$ cat config.mk
export PLATFORM = sky130hd
export DESIGN_NAME = programmable_pin_output_control
export DESIGN_NICKNAME = d
export VERILOG_FILES = /design/src/pin_output_pkg.sv /design/src/programmable_pin_output_control.sv /design/src/pin_word_store.sv
export SDC_FILE = /design/constraint.sdc
export NUM_CORES = 1
export LEC_CHECK = 0
export BUFFER_PORTS_ARGS = -buffer_cell sky130_fd_sc_hd__buf_2
export CORE_UTILIZATION = 53
export DETAILED_ROUTE_END_ITERATION = 12
export PLACE_DENSITY = 0.85
export SYNTH_ARGS = -nofsm -noshare
export SYNTH_HDL_FRONTEND = slang
export SYNTH_SLANG_ARGS = --single-unit
export TNS_END_PERCENT = 30
$ cat constraint.sdc
create_clock -name clk_sys -period 2.63 [get_ports clk_sys]
set_input_delay 0.526 -clock clk_sys [delete_from_list [all_inputs] [get_ports clk_sys]]
set_output_delay 0.526 -clock clk_sys [all_outputs]
set_load 0.02 [all_outputs]
$ cat src/pin_output_pkg.sv
package pin_output_pkg;

  ////////////////////////////////////////////////////////////////////////////
  // register indices; the byte address on the bus is four times the index
  localparam logic [7:0] IDX_PIN0_REG      = 8'h89;
  localparam logic [7:0] IDX_GATE_CTRL     = 8'h91;
  localparam logic [7:0] IDX_PIN2_REG      = 8'h94;
  localparam logic [7:0] IDX_PIN3_REG      = 8'h95;
  localparam logic [7:0] IDX_PIN1_REG      = 8'h9c;
  localparam logic [7:0] IDX_PIN_STATUS    = 8'hc0;

  // bus geometry
  localparam int         BUS_ADDR_W        = 10;
  localparam int         BUS_DATA_W        = 32;
  localparam int         BUS_BE_W          = 4;
  localparam int         BYTE_SHIFT        = 2;

  ////////////////////////////////////////////////////////////////////////////
  // pin register layout
  localparam int         PIN_COUNT         = 4;
  localparam int         PIN_SEL_W         = 2;
  localparam int         REG_W             = 8;
  localparam int         LEVEL_BIT         = 7;
  localparam int         MATCH_MSB         = 6;
  localparam int         MATCH_LSB         = 0;
  localparam int         IO_ADDR_W         = 10;
  localparam int         IO_ADDR_MSB       = 9;
  localparam int         IO_ADDR_LSB       = 3;

  // gate-control layout: two bits per pin, pin n at bits 2n+1:2n
  localparam int         MODE_W            = 2;
  localparam logic [1:0] MODE_LEVEL_CODE   = 2'b00;
  localparam logic [1:0] GATE_CODE_WRITE   = 2'b10;
  localparam logic [1:0] GATE_CODE_READ    = 2'b01;
  // pins 0 and 2 gate with the write strobe, pins 1 and 3 with the read strobe
  localparam logic [3:0] WRITE_GATED_PINS  = 4'h5;
  // pins 2 and 3 take the power-manager level in the 00 setting
  localparam logic [3:0] PM_LEVEL_PINS     = 4'hc;

  // reset values
  localparam logic [7:0] GATE_CTRL_RESET   = 8'h00;
  localparam logic [7:0] PIN_REG_RESET     = 8'h00;
  localparam logic [3:0] PIN_OUT_RESET     = 4'hf;

  // status layout
  localparam int         STAT_PIN_LSB      = 0;
  localparam int         STAT_OFF_BIT      = 4;
  localparam int         STAT_MODE_LSB     = 8;

  ////////////////////////////////////////////////////////////////////////////
  typedef enum logic [1:0] {MODE_LEVEL, MODE_GATED, MODE_DECODE} pin_mode_t;
  typedef enum logic {BUS_IDLE, BUS_ANSWER} bus_state_t;

  // turns a pin's two-bit field into its operating mode
  function automatic pin_mode_t field_to_mode(input int pin, input logic [1:0] field);
    logic [1:0] gateCode;
    gateCode = WRITE_GATED_PINS[pin] ? GATE_CODE_WRITE : GATE_CODE_READ;
    if (field == MODE_LEVEL_CODE)
      return MODE_LEVEL;
    else if (field == gateCode)
      return MODE_GATED;
    else
      return MODE_DECODE;
  endfunction

  // true when a bus byte address selects the given register index
  function automatic logic reg_hit(input logic [BUS_ADDR_W-1:0] addr, input logic [7:0] idx);
    return addr[BUS_ADDR_W-1:BYTE_SHIFT] == idx;
  endfunction

endpackage

$ cat src/programmable_pin_output_control.sv
// Operation
// - pin 0 field: direct, write-gated, decode
// - pin 1 field: direct, read-gated, decode
// - pin 2 field: power level, write-gated, decode
// - pin 3 field: power level, read-gated, decode
// - power setting: Off gives inverse bit 7
// - decode compares only address bits 9..3
// - pin 2 high outside Off mode
// - pin 2 in Off: bit7 1 low
// - pin 2 decode low while address matches
// - pin 2 is output only
// - pin 2 register write-only: level, match
// - pin 0 direct: bit7 1 drives low
// - pin 0 decode low while address matches
// - pin 1 direct like pin 0
// - pin 3 in Off gives inverse bit 7
module programmable_pin_output_control
  import pin_output_pkg::*;
(
  // clock and reset
  input  wire logic                  clk_sys,
  input  wire logic                  rst_n,
  // avalon-mm register slave
  input  wire logic [BUS_ADDR_W-1:0] avs_address,
  input  wire logic                  avs_read,
  input  wire logic                  avs_write,
  input  wire logic [BUS_DATA_W-1:0] avs_writedata,
  input  wire logic [BUS_BE_W-1:0]   avs_byteenable,
  output logic      [BUS_DATA_W-1:0] avs_readdata,
  output logic                       avs_waitrequest,
  // system i/o cycle and power manager
  input  wire logic [IO_ADDR_W-1:0]  ioAddr,
  input  wire logic                  ioWrCmd_n,
  input  wire logic                  ioRdCmd_n,
  input  wire logic                  pmOff,
  // programmable pins, output only
  output logic      [PIN_COUNT-1:0]  programmablePin
);

  ////////////////////////////////////////////////////////////////////////////
  // declarations
  bus_state_t              busState_q;
  bus_state_t              busState_d;
  logic                    waitReq_q;
  logic                    waitReq_d;
  logic [BUS_DATA_W-1:0]   readData_q;
  logic [BUS_DATA_W-1:0]   readData_d;
  logic                    writeCommit;
  logic                    lowLaneOn;
  logic [REG_W-1:0]        gateCtrl_q;
  logic [REG_W-1:0]        gateCtrl_d;
  logic                    pinWrEn;
  logic [PIN_SEL_W-1:0]    pinWrSel;
  logic [REG_W-1:0]        pinWord [PIN_COUNT];
  logic [PIN_COUNT-1:0]    pin_q;
  logic [PIN_COUNT-1:0]    pin_d;
  logic [BUS_DATA_W-1:0]   statusWord;
  logic [PIN_COUNT*MODE_W-1:0] modeView;

  ////////////////////////////////////////////////////////////////////////////
  // bus slave: every access costs one wait cycle; waitrequest drops for exactly
  // one cycle and the write lands on the edge that closes that cycle
  always_comb
  begin
    busState_d = busState_q;
    waitReq_d  = 1'b1;
    readData_d = readData_q;
    unique case (busState_q)
      BUS_IDLE:
      begin
        if (avs_read || avs_write)
        begin
          busState_d = BUS_ANSWER;
          waitReq_d  = 1'b0;
          // documented registers are write-only, so they read back as zero
          readData_d = (avs_read && reg_hit(avs_address, IDX_PIN_STATUS)) ? statusWord : '0;
        end
      end
      BUS_ANSWER:
      begin
        busState_d = BUS_IDLE;
      end
    endcase
  end

  always_ff @(posedge clk_sys or negedge rst_n)
  begin
    if (!rst_n)
    begin
      busState_q <= BUS_IDLE;
      waitReq_q  <= 1'b1;
      readData_q <= '0;
    end
    else
    begin
      busState_q <= busState_d;
      waitReq_q  <= waitReq_d;
      readData_q <= readData_d;
    end
  end

  assign avs_waitrequest = waitReq_q;
  assign avs_readdata    = readData_q;

  // the master holds address and data until it sees waitrequest low, so the
  // live bus values are still valid at the committing edge
  assign lowLaneOn   = avs_byteenable[0];
  assign writeCommit = (busState_q == BUS_ANSWER) && avs_write && lowLaneOn;

  ////////////////////////////////////////////////////////////////////////////
  // gate-control register, write-only, steers the mode of every pin
  always_comb
  begin
    gateCtrl_d = gateCtrl_q;
    if (writeCommit && reg_hit(avs_address, IDX_GATE_CTRL))
      gateCtrl_d = avs_writedata[REG_W-1:0];
  end

  always_ff @(posedge clk_sys or negedge rst_n)
  begin
    if (!rst_n)
      gateCtrl_q <= GATE_CTRL_RESET;
    else
      gateCtrl_q <= gateCtrl_d;
  end

  ////////////////////////////////////////////////////////////////////////////
  // pin registers: level bit and match value, write-only, one slot per pin
  always_comb
  begin
    pinWrEn  = 1'b0;
    pinWrSel = '0;
    if (writeCommit)
    begin
      if (reg_hit(avs_address, IDX_PIN0_REG))
      begin
        pinWrEn  = 1'b1;
        pinWrSel = 2'h0;
      end
      else if (reg_hit(avs_address, IDX_PIN1_REG))
      begin
        pinWrEn  = 1'b1;
        pinWrSel = 2'h1;
      end
      else if (reg_hit(avs_address, IDX_PIN2_REG))
      begin
        pinWrEn  = 1'b1;
        pinWrSel = 2'h2;
      end
      else if (reg_hit(avs_address, IDX_PIN3_REG))
      begin
        pinWrEn  = 1'b1;
        pinWrSel = 2'h3;
      end
    end
  end

  pin_word_store u_pin_word_store (
    .clk_sys (clk_sys),
    .rst_n   (rst_n),
    .wrEn    (pinWrEn),
    .wrSel   (pinWrSel),
    .wrData  (avs_writedata[REG_W-1:0]),
    .word_q  (pinWord)
  );

  ////////////////////////////////////////////////////////////////////////////
  // per-pin output selection; pins are active low, high means idle
  genvar gp;
  generate
    for (gp = 0; gp < PIN_COUNT; gp++)
    begin : g_pin
      pin_mode_t  mode;
      logic       addrMatch;
      logic       strobeOn;
      logic       levelBit;

      // only address bits 9..3 take part, everything else is ignored
      assign addrMatch = ioAddr[IO_ADDR_MSB:IO_ADDR_LSB] == pinWord[gp][MATCH_MSB:MATCH_LSB];
      assign strobeOn  = WRITE_GATED_PINS[gp] ? !ioWrCmd_n : !ioRdCmd_n;
      assign levelBit  = pinWord[gp][LEVEL_BIT];
      assign mode      = field_to_mode(gp, gateCtrl_q[gp*MODE_W +: MODE_W]);
      assign modeView[gp*MODE_W +: MODE_W] = mode;

      // next pin level from the selected mode
      always_comb
      begin
        pin_d[gp] = 1'b1;
        unique case (mode)
          MODE_LEVEL:
          begin
            if (PM_LEVEL_PINS[gp])
              // high outside Off; inside Off the inverse of the level bit
              pin_d[gp] = pmOff ? !levelBit : 1'b1;
            else
              // direct drive: level bit 1 pulls the pin low
              pin_d[gp] = !levelBit;
          end
          MODE_GATED:
          begin
            // low only while match and the command strobe overlap
            pin_d[gp] = !(addrMatch && strobeOn);
          end
          MODE_DECODE:
          begin
            // plain decode; the board must add its own command qualification
            pin_d[gp] = !addrMatch;
          end
        endcase
      end
    end
  endgenerate

  // outputs come from flops, so every pin lags its cause by one clock
  always_ff @(posedge clk_sys or negedge rst_n)
  begin
    if (!rst_n)
      pin_q <= PIN_OUT_RESET;
    else
      pin_q <= pin_d;
  end

  // pins are driven at all times with no input path back into the block
  assign programmablePin = pin_q;

  ////////////////////////////////////////////////////////////////////////////
  // status word: current pin levels, power state and decoded pin modes
  always_comb
  begin
    statusWord = '0;
    statusWord[STAT_PIN_LSB +: PIN_COUNT]       = pin_q;
    statusWord[STAT_OFF_BIT]                    = pmOff;
    statusWord[STAT_MODE_LSB +: PIN_COUNT*MODE_W] = modeView;
  end

endmodule // programmable_pin_output_control

$ cat src/pin_word_store.sv
module pin_word_store
  import pin_output_pkg::*;
(
  // clock and reset
  input  wire logic                 clk_sys,
  input  wire logic                 rst_n,
  // write port
  input  wire logic                 wrEn,
  input  wire logic [PIN_SEL_W-1:0] wrSel,
  input  wire logic [REG_W-1:0]     wrData,
  // stored words, straight from the flops
  output logic      [REG_W-1:0]     word_q [PIN_COUNT]
);

  logic [REG_W-1:0] word_d [PIN_COUNT];

  ////////////////////////////////////////////////////////////////////////////
  // next value of each word: only the selected slot takes the write
  always_comb
  begin
    for (int i = 0; i < PIN_COUNT; i++)
    begin
      word_d[i] = word_q[i];
      if (wrEn && (wrSel == PIN_SEL_W'(i)))
        word_d[i] = wrData;
    end
  end

  always_ff @(posedge clk_sys or negedge rst_n)
  begin
    if (!rst_n)
    begin
      for (int i = 0; i < PIN_COUNT; i++)
        word_q[i] <= PIN_REG_RESET;
    end
    else
    begin
      for (int i = 0; i < PIN_COUNT; i++)
        word_q[i] <= word_d[i];
    end
  end

endmodule // pin_word_store

---- Word-level counts from Yosys, hierarchy flattened ----
Cells that the tools add are included.
word-level totals
  register bits after elaboration ......... 78
  word-level logic and storage cells ...... 101
cells by class
  reductions and logical operators ........ 37
  multiplexer cells ....................... 29
  bitwise operators ....................... 1
  eq/ne operators ......................... 25
operators by type and width
  operator                                       number
  == test 8 bit, second input constant           6
  == test 7 bit                                  4
  2-to-1 mux 2 bit                               13
  logical NOT 2 bit                              9
  == test 2 bit, second input constant           8
  2-to-1 mux 16 bit                              1
  == test 2 x 1 -> 1 bit, second input constant  7
  logical NOT 1 bit                              14
  logical AND 1 bit                              12
  one-hot mux 1 bit (3 select lines)             4
  2-to-1 mux 1 bit                               10
  one-hot mux 1 bit (2 select lines)             1
  AND reduction 2 bit                            1
  logical OR 1 bit                               1
  NOT 1 bit                                      1

---- Depth between registers and ports, before layout ----
Gate-level depths: netlist of run 1.
  depth after elaboration ................. 8
  depth in mapped cells ................... 5

---- By module ----
From an unflattened synthesis of run 1, not the netlist that was laid out.
second synthesis, totals
  cell total of the unflattened synthesis .. 233
  area total of the unflattened synthesis .. 2885.3 um2
by module, submodules not included
  module                           cells an instance  area each (um2)  instances
  programmable_pin_output_control  165                1672.9           1
  pin_word_store                   68                 1212.4           1

---- Least setup slack after synthesis of run 1 ----
No wires, ideal clock.
  kind .................................... input to register
  from .................................... input avs_address[3]
  to ...................................... register u_pin_word_store.word_q[24] in the netlist's numbering
  stages .................................. 4
  path slack .............................. 0.708 ns
  arrival ................................. 1.797 ns
  data required time ...................... 2.505 ns
  path through ............................ or4b_4 -> and4bb_1 -> buf_6 -> mux2_2
on the way
  longest elaborated chain between the ends .. 8
RTL lines
  element                          RTL line                                text
  from (decl)                      programmable_pin_output_control.sv:24   input wire logic [BUS_ADDR_W-1:0] avs_address,
  == test 8 bit                    pin_output_pkg.sv:68                    return addr[BUS_ADDR_W-1:BYTE_SHIFT] == idx;
  2-to-1 mux 2 bit                 programmable_pin_output_control.sv:150  else if (reg_hit(avs_address, IDX_PIN3_REG))
  2-to-1 mux 2 bit                 programmable_pin_output_control.sv:145  else if (reg_hit(avs_address, IDX_PIN2_REG))
  2-to-1 mux 2 bit                 programmable_pin_output_control.sv:140  else if (reg_hit(avs_address, IDX_PIN1_REG))
  2-to-1 mux 2 bit                 programmable_pin_output_control.sv:135  if (reg_hit(avs_address, IDX_PIN0_REG))
  2-to-1 mux 2 bit                 programmable_pin_output_control.sv:133  if (writeCommit)
  logical NOT 2 bit                pin_word_store.sv:24                    if (wrEn && (wrSel == PIN_SEL_W'(i)))
  logical AND 1 bit *              pin_word_store.sv:24
  to (signal, indexed assignment)  pin_word_store.sv:39                    word_q[i] <= word_d[i];
  to (decl)                        pin_word_store.sv:12                    output logic [REG_W-1:0] word_q [PIN_COUNT]
Every way passes the cells marked *; elsewhere a longest branch is shown, timed or not.
A chain may end at the register's enable or synchronous reset.

---- Final worst setup path of run 1 ----
  from .................................... input avs_address[3]
  to ...................................... register u_pin_word_store.word_q[29] in the netlist's numbering
Same word-level chain as after synthesis.

==> impl_metrics.env, run 1 <==
export IMPL_dp_final_hpwl_um=3830
export IMPL_r2r_slack_ns=0.93
export IMPL_core_mm2=0.00488
export IMPL_die_height_um=74.4
export IMPL_antenna_left=0
export IMPL_start_util_pct=56.9
export IMPL_seq_area_frac_synth_pct=53.4
export IMPL_dr_pass1_iters=4
export IMPL_syn_area_per_cell_um2=13.4
export IMPL_synthFlopType="dfrtp_1"
export IMPL_yosysUniqueCellTypes=34
export IMPL_cp_data_required_time_ns=2.85
export IMPL_cts_root_buf="clkbuf_8"
export IMPL_setup_tns_ns=0
export IMPL_die_area_mm2=0.00554
export IMPL_grt_pass1_vias=1694
export IMPL_drive_above_1_share_pct=41.0
export IMPL_cap_violations=0
export IMPL_dp_cells=319
export IMPL_viasPerCell=5.25
export IMPL_synthTopCellsByCount="dfrtp_1, mux2_2, xor2_1"
export IMPL_place_congestion=0.797
export IMPL_post_cts_setup_buffers=0
export IMPL_rows=25
export IMPL_max_freq_mhz=523
export IMPL_io_pins=100
export IMPL_grt_max_degree=34
export IMPL_yosysMostFrequentCell="dfrtp_1"
export IMPL_ys_ff_latch=59
export IMPL_outcome="completed"
export IMPL_crit_type="in2reg"
export IMPL_routed_wl_um=5260
export IMPL_power_density_mw_per_mm2=561
export IMPL_holdBufCountCts=0
export IMPL_start_kind="input pin"
export IMPL_yosys_top_cells_area="dfrtp_1, mux2_2, xor2_1"
export IMPL_rsz0062_at_grt="no"
export IMPL_cp_arrival_ns=2.13
export IMPL_finalNetCount=326
export IMPL_clock_skew_ns=0.00604
export IMPL_antenna_found_initial=0
export IMPL_synth_edf_count=0
export IMPL_wl_per_cell_um=15.7
export IMPL_synth_area_mm2=0.00278
export IMPL_numCtsBuffers=9
export IMPL_vias=1760
export IMPL_place_ws_ns=0.369
export IMPL_drtIter0Drc=101
export IMPL_ys_warn_count=0
export IMPL_num_antenna_cells=0
export IMPL_whs_ns=0.264
export IMPL_cts_clk_slew_worst_paths_ns=0.06
export IMPL_synthArstFlopShare_pct=100
export IMPL_grt_overflow=0
export IMPL_die_x_um=74.4
export IMPL_hold_path_class="in2async"
export IMPL_areaGrowthSynthToFinish_pct=15.2
export IMPL_grt_pass1_wl_um=8340
export IMPL_htreeDepth=3
export IMPL_layout_setup_ws_ns=0.718
export IMPL_finalSetupViolCount=0
export IMPL_tightest_slew_ns=0.760
export IMPL_cts_tree="done"
export IMPL_cts_resized=0
export IMPL_end_kind="flip-flop"
export IMPL_slew_violations=0
export IMPL_cp_max_fo=8
export IMPL_clockBufferDepth=2
export IMPL_p_leak_nw=1.69
export IMPL_clock_latency_ns=0.34
export IMPL_max_slew_margin_pct=49.3
export IMPL_portBuffers=48
export IMPL_finalCriticalPeriod_ns=1.91
export IMPL_ir_drop_mv=0.432
export IMPL_fin_crit_sh_pct=72.7
export IMPL_drc=0
export IMPL_finalPower_mw=1.80
export IMPL_layout_cells_non_filler=335
export IMPL_yosysTopAreaCell="dfrtp_1"
export IMPL_cts_sinks=59
export IMPL_hold_violations=0
export IMPL_synth_cells=207
export IMPL_grtUsageTotal_pct=21.7
export IMPL_netlist_area_leader_share_pct=48.6
area by class of cell:
type | count | area, um2
Timing Repair Buffer | 51 | 275
Fill cell | 400 | 1680
Sequential cell | 59 | 1480
Clock inverter | 2 | 10.0
Clock buffer | 14 | 163
Inverter | 5 | 18.8
Multi-Input combinational cell | 137 | 1170
Tap cell | 67 | 83.8
critical path: stages:
cell	delay, ns
buf_2	0.12
or4b_4	0.55
and4bb_1	0.54
mux2_2	0.39
per-stage QoR:
step	area [um2]	util, %
final	3200	65.6
after global routing	3200	65.6
after CTS	3200	65.6
after detailed placement	3030	62.1
after global placement	3030	62.1
after floorplan	2850	-
layer usage:
metal	track usage (%)	share of wire, %	wire length [um]	up-vias
met4	7.55	1.4	74	0
met3	8.81	6.7	350	7
met5	0	0	0	-
met2	32.9	46	2420	70
met1	28.4	46	2410	862
li1	-	-	-	821
power by group:
part           switching [mW]  leakage (nW)  internal [mW]
logic                  0.0993         0.793         0.0498
clock network           0.325        0.0905          0.391
registers             0.00793         0.804          0.923
final timing paths:
kind	startpoint	to	cells past startpoint
max in group asynchronous	rst_n	u_pin_word_store.word_q[3]	2
setup reg to reg	busState_q	u_pin_word_store.word_q[6]	3
hold / removal	rst_n	avs_readdata[15]	1
hold reg to reg	u_pin_word_store.word_q[23]	programmablePin[1]	1
min in group clk_sys	pmOff	programmablePin[3]	2
setup / recovery	avs_address[3]	u_pin_word_store.word_q[29]	4
cells by family (layout without fill, tap and decap cells):
kind of cell    after synthesis  count (layout)  share of synthesized area (%)
compound gates               22              22                           6.84
xor+xnor                     28              28                           8.83
buf+inv                      29              72                           7.07
flops                        59              59                           53.4
mux                          40              40                           16.2
other cells                   1              19                          0.135
simple gates                 28              28                           7.56
registers in the layout (all words and copies together), names as in the netlist:
name / flops
gateCtrl_q: 8
programmablePin: 4
busState_q: 1
avs_waitrequest: 1
avs_readdata: 13
u_pin_word_store.word_q: 32
placed cells by master, fill, tap and decap left out, types with 4 or more instances in the layout:
cell type	Yosys	routed
a32o_1	4	4
nor2_1	4	4
nand2b_1	4	4
a2111oi_0	4	4
mux2_2	39	39
dfrtp_1	54	54
clkbuf_8	0	11
inv_1	5	5
a22o_1	9	9
xor2_1	28	28
nor4_1	4	4
buf_2	1	48
conb_1	1	19
dfstp_2	5	5
(Power assumes the default switching activity.)
==> inputs of run 2 (changes only) <==
--- a/config.mk
+++ b/config.mk
@@ -6,9 +6,9 @@
 export NUM_CORES = 1
 export LEC_CHECK = 0
 export BUFFER_PORTS_ARGS = -buffer_cell sky130_fd_sc_hd__buf_2
-export CORE_UTILIZATION = 53
+export CORE_UTILIZATION = 45
 export DETAILED_ROUTE_END_ITERATION = 12
-export PLACE_DENSITY = 0.85
+export PLACE_DENSITY = 0.76
 export SYNTH_ARGS = -nofsm -noshare
 export SYNTH_HDL_FRONTEND = slang
 export SYNTH_SLANG_ARGS = --single-unit
==> constraint.sdc (replaced) <==
create_clock -name clk_sys -period 1.6 [get_ports clk_sys]
set_input_delay 0.32 -clock clk_sys [delete_from_list [all_inputs] [get_ports clk_sys]]
set_output_delay 0.32 -clock clk_sys [all_outputs]
set_load 0.02 [all_outputs]
==> run 2 against run 1 <==
First-iteration DRC count is 21% lower. Register-to-register slack worse by 0.86 ns. Worst hold slack got worse by 0.072 ns. Sequential power rose by 64%. Cell area is 6.6% higher. Wire length grew 5.6%. Critical path type is now reg2reg. Largest power group unchanged. Highest routed layer unchanged.
==> impl_metrics.env, run 2 (synthesis gave the netlist of run 1 again) <==
export IMPL_areaGrowthSynthToFinish_pct=22.7
export IMPL_slew_violations=0
export IMPL_drc=0
export IMPL_routed_wl_um=5560
export IMPL_met2_length_um=2650
export IMPL_final_common_cell="dfrtp_1"
export IMPL_dp_final_hpwl_um=3950
export IMPL_rr_worst_depth=4
export IMPL_fin_crit_sh_pct=95.8
export IMPL_hold_path_class="in2reg"
export IMPL_finalNetCount=340
export IMPL_place_congestion=0.768
export IMPL_drtIter0Drc=80
export IMPL_grtUsageTotal_pct=19.5
export IMPL_post_cts_setup_buffers=0
export IMPL_utilization_pct=57.3
export IMPL_viasPerCell=5.13
export IMPL_numCtsBuffers=9
export IMPL_core_mm2=0.00596
export IMPL_cp_arrival_ns=1.80
export IMPL_largest_reg_flops=32
export IMPL_wl_met1_um=2550
export IMPL_finalSetupViolCount=0
export IMPL_io_pins=100
export IMPL_cp_max_fo=13
export IMPL_drive_above_1_share_pct=44.0
export IMPL_clockBufferDepth=2
export IMPL_start_kind="flip-flop"
export IMPL_cts_tree="done"
export IMPL_wl_per_cell_um=15.6
export IMPL_r2r_end="avs_readdata[12]"
export IMPL_outcome="completed"
export IMPL_clock_latency_ns=0.33
export IMPL_worstReg2RegStart="busState_q"
export IMPL_r2r_slack_ns=0.07
export IMPL_cts_clk_slew_worst_paths_ns=0.06
export IMPL_met3_length_um=281
export IMPL_grt_max_degree=60
export IMPL_mostFrequentLayoutCells="dfrtp_1, buf_2, mux2_2"
export IMPL_start_util_pct=46.7
export IMPL_top_register="u_pin_word_store.word_q"
export IMPL_cts_resized=0
export IMPL_max_freq_mhz=653
export IMPL_holdPathStages=2
export IMPL_end_kind="flip-flop"
export IMPL_dr_pass1_iters=4
export IMPL_grt_pass1_wl_um=8980
export IMPL_nFillCells=504
export IMPL_startpoint="busState_q"
export IMPL_antenna_left=0
export IMPL_die_x_um=80.6
export IMPL_vias=1833
export IMPL_grt_pass1_vias=1800
export IMPL_cp_data_required_time_ns=1.87
export IMPL_p_leak_nw=1.78
export IMPL_htreeDepth=3
export IMPL_max_slew_margin_pct=63.3
export IMPL_holdPathEnd="programmablePin[3]"
export IMPL_crit_type="reg2reg"
export IMPL_top_layer_used="met4"
export IMPL_holdBufCountCts=1
export IMPL_num_antenna_cells=0
export IMPL_cts_root_buf="clkbuf_8"
export IMPL_die_area_mm2=0.00649
export IMPL_die_height_um=80.6
export IMPL_portBuffers=48
export IMPL_dp_cells=340
export IMPL_power_density_mw_per_mm2=920
export IMPL_holdCritStartpoint="pmOff"
export IMPL_seq_area_mm2=0.00148
export IMPL_finalCriticalPeriod_ns=1.53
export IMPL_cts_sinks=59
export IMPL_ir_drop_mv=0.905
export IMPL_antenna_found_initial=0
export IMPL_multi_input_area_mm2=0.00120
export IMPL_cap_violations=0
export IMPL_layout_cells_non_filler=357
export IMPL_hold_violations=0
export IMPL_rsz0062_at_grt="no"
export IMPL_clock_skew_ns=0.00767
export IMPL_tightest_slew_ns=0.536
export IMPL_grt_overflow=0
export IMPL_rows=28
[run 2: changes by cell type in the layout (fill, tap and decap cells not counted), sizes merged]
cell	before	now
bufinv	0	1
clkinv	2	1
dlygate4sd3	0	1
buf	51	64
[run 2: metrics by stage]
step	TNS, ns	hold WS [ns]	area [um2]	setup WS [ns]	power [mW]
after floorplan	-0.776	0.0244	2880	-0.0970	1.71
after global placement	-3.79	0.346	3200	-0.255	1.82
after detailed placement	-4.19	0.348	3200	-0.260	1.82
after global routing	0	0.197	3410	0.00677	3.25
after CTS	0	0.181	3410	0.0529	3.18
final	0	0.192	3410	0.0676	3.14
[run 2: power breakdown]
| group | internal, mW | switching, mW | leakage, nW | total, mW |
|---|---|---|---|---|
| Sequential | 1.52 | 0.0134 | 0.804 | 1.53 |
| Combinational | 0.0964 | 0.168 | 0.874 | 0.265 |
| Clock | 0.804 | 0.539 | 0.101 | 1.34 |
| Total | 2.42 | 0.721 | 1.78 | 3.14 |
[run 2: area by class of cell]
class | instances | area share [%]
clock buffers | 14 | 4.77
clock inverters | 2 | 1.03
inverters | 5 | 0.550
multi-input cells | 137 | 35.1
flip-flops and latches | 59 | 43.5
well taps | 75 | 2.75
repair buffers | 65 | 12.3
[run 2: worst max-delay path: stages, from the launching register on]
cell,delay [ns]
dfrtp_1,0.38
or4bb_1,0.53
nor4_4,0.21
buf_12,0.18
a32o_1,0.17
[run 2: metal layers]
metal	vias up	track usage (%)
met5	-	0
met4	0	9.11
met3	6	4.89
met2	70	31.2
met1	911	24.6
li1	846	-
[run 2: worst max-delay path by stage]
| stage | to | slack (ns) | depth (start not counted) |
|---|---|---|---|
| 2_1_floorplan | u_pin_word_store.word_q[24] | -0.1 | 4 |
| 3_3_place_gp | u_pin_word_store.word_q[29] | -0.25 | 5 |
| 3_5_place_dp | u_pin_word_store.word_q[30] | -0.26 | 5 |
| 4_1_cts | avs_readdata[12] | 0.05 | 4 |
| 5_1_grt | avs_readdata[10] | 0.007 | 4 |
| 6_report | avs_readdata[12] | 0.07 | 4 |
==> inputs of run 3 (changes only) <==
--- a/config.mk
+++ b/config.mk
@@ -6,6 +6,7 @@
 export NUM_CORES = 1
 export LEC_CHECK = 0
 export BUFFER_PORTS_ARGS = -buffer_cell sky130_fd_sc_hd__buf_2
+export CORE_ASPECT_RATIO = 1.25
 export CORE_UTILIZATION = 45
 export DETAILED_ROUTE_END_ITERATION = 12
 export PLACE_DENSITY = 0.76
==> run 3 against run 2 <==
Flip-flop and latch count is the same. Core utilization rose by 2.1 points. Global-route usage is 0.29 points lower. Clock skew down 0.0025 ns.
==> impl_metrics.env, run 3 (synthesis gave the netlist of run 1 again) <==
export IMPL_outcome="completed"
export IMPL_num_antenna_cells=0
export IMPL_rsz0062_at_grt="yes"
export IMPL_clock_latency_ns=0.34
export IMPL_wl_per_cell_um=15.0
export IMPL_drive_above_1_share_pct=45.2
export IMPL_viasPerCell=4.96
export IMPL_ir_drop_mv=0.592
export IMPL_end_kind="flip-flop"
export IMPL_dp_final_hpwl_um=3900
export IMPL_cp_arrival_ns=1.80
export IMPL_cts_clk_slew_worst_paths_ns=0.06
export IMPL_areaGrowthSynthToFinish_pct=25.2
export IMPL_grtUsageTotal_pct=19.2
export IMPL_finalSetupViolCount=0
export IMPL_finalPower_mw=3.52
export IMPL_grt_max_degree=60
export IMPL_htreeDepth=3
export IMPL_dr_pass1_iters=4
export IMPL_holdCritStartpoint="pmOff"
export IMPL_hold_path_class="in2reg"
export IMPL_grtUsageMet3_pct=5.38
export IMPL_p_leak_nw=1.81
export IMPL_slew_violations=0
export IMPL_hold_violations=0
export IMPL_cts_sinks=59
export IMPL_grt_busiest_layer="met2"
export IMPL_crit_type="reg2reg"
export IMPL_clockBufferDepth=2
export IMPL_drc=0
export IMPL_grt_overflow=0
export IMPL_startpoint="busState_q"
export IMPL_start_kind="flip-flop"
export IMPL_final_cell_area_mm2=0.00348
export IMPL_cp_data_required_time_ns=1.88
export IMPL_place_congestion=0.808
export IMPL_grt_pass1_vias=1898
export IMPL_finalNetCount=339
export IMPL_drtIter0Drc=98
export IMPL_grt_pass1_wl_um=9300
export IMPL_layout_cells_non_filler=363
export IMPL_rows=31
export IMPL_use_met1_pct=23.6
export IMPL_antenna_found_initial=0
export IMPL_die_x_um=72.3
export IMPL_antenna_left=0
export IMPL_power_density_mw_per_mm2=1010
export IMPL_finalCriticalPeriod_ns=1.53
export IMPL_grt_use_met2_pct=31.0
export IMPL_worstReg2RegStart="busState_q"
export IMPL_placed_area_mm2=0.00320
export IMPL_final_common_cell="dfrtp_1"
export IMPL_setup_tns_ns=0
export IMPL_cp_max_fo=13
export IMPL_cap_violations=0
export IMPL_nFillCells=470
export IMPL_die_height_um=89.9
export IMPL_post_cts_setup_buffers=0
export IMPL_core_mm2=0.00586
export IMPL_top_register="u_pin_word_store.word_q"
export IMPL_io_pins=100
export IMPL_die_area_mm2=0.00650
export IMPL_numCtsBuffers=9
export IMPL_vias=1801
export IMPL_routed_wl_um=5450
export IMPL_dp_cells=346
export IMPL_mostFrequentLayoutCells="dfrtp_1, buf_2, mux2_2"
export IMPL_fin_crit_sh_pct=95.4
export IMPL_cts_tree="done"
export IMPL_largest_reg_flops=32
export IMPL_portBuffers=48
export IMPL_start_util_pct=47.4
export IMPL_cts_root_buf="clkbuf_8"
export IMPL_max_freq_mhz=655
export IMPL_clock_skew_ns=0.00517
-- run 3: cell count changes in the layout (fill, tap and decap cells not counted) --
cell	previous run	this run
clkbuf_8	11	12
bufinv_16	1	3
clkbuf_1	3	0
or4bb_4	0	1
or4bb_1	1	0
buf_4	12	11
-- run 3: final timing paths --
path | to | cells after the start | slack [ns]
setup / recovery | avs_readdata[12] | 4 | 0.07
hold / removal | programmablePin[3] | 2 | 0.18
setup reg to reg | avs_readdata[12] | 4 | 0.07
hold reg to reg | programmablePin[1] | 1 | 0.42
max in group asynchronous | programmablePin[1] | 3 | 0.78
min in group asynchronous | u_pin_word_store.word_q[17] | 3 | 0.51
-- run 3: critical path, stage by stage (launching register included) --
cell	delay, ns
dfrtp_1	0.39
or4bb_4	0.53
nor4_4	0.20
buf_12	0.18
a32o_1	0.17
-- run 3: power by group --
part | total [mW] | internal, mW | switching, mW
combinational | 0.264 | 0.0958 | 0.168
clock | 1.73 | 1.16 | 0.570
sequential | 1.53 | 1.52 | 0.0134
-- run 3: layer usage --
metal	wire length (um)	vias to the layer above	part of all wire [%]
met4	100	0	1.8
met5	0	-	0
met3	249	7	4.6
met1	2420	891	45
met2	2670	52	49
li1	-	851	-
-- run 3: area by class of cell --
type                            instances  area, um2  share of cell area [%]
Multi-Input combinational cell        137       1200                    34.5
Sequential cell                        59       1480                    42.6
Clock inverter                          4       95.1                    2.73
Tap cell                               82        103                    2.95
Timing Repair Buffer                   64        413                    11.9
Inverter                                5       18.8                   0.540
Clock buffer                           12        165                    4.75
-- run 3: per-stage QoR --
stage,util (%),worst slack [ns],hold slack (ns)
6_report,59.4,0.0732,0.183
5_1_grt,59.4,-0.00831,0.177
4_1_cts,59.3,0.0527,0.171
3_5_place_dp,54.7,-0.280,0.346
3_3_place_gp,54.7,-0.257,0.345
2_1_floorplan,-,-0.0970,0.0244
-- run 3: what timing repair did --
action / in CTS / in global routing
resized for setup: 0 / 1
endpoints found under the setup margin: 0 / 4
hold buffers: 1 / 0
hold endpoints to repair: 54 / 0
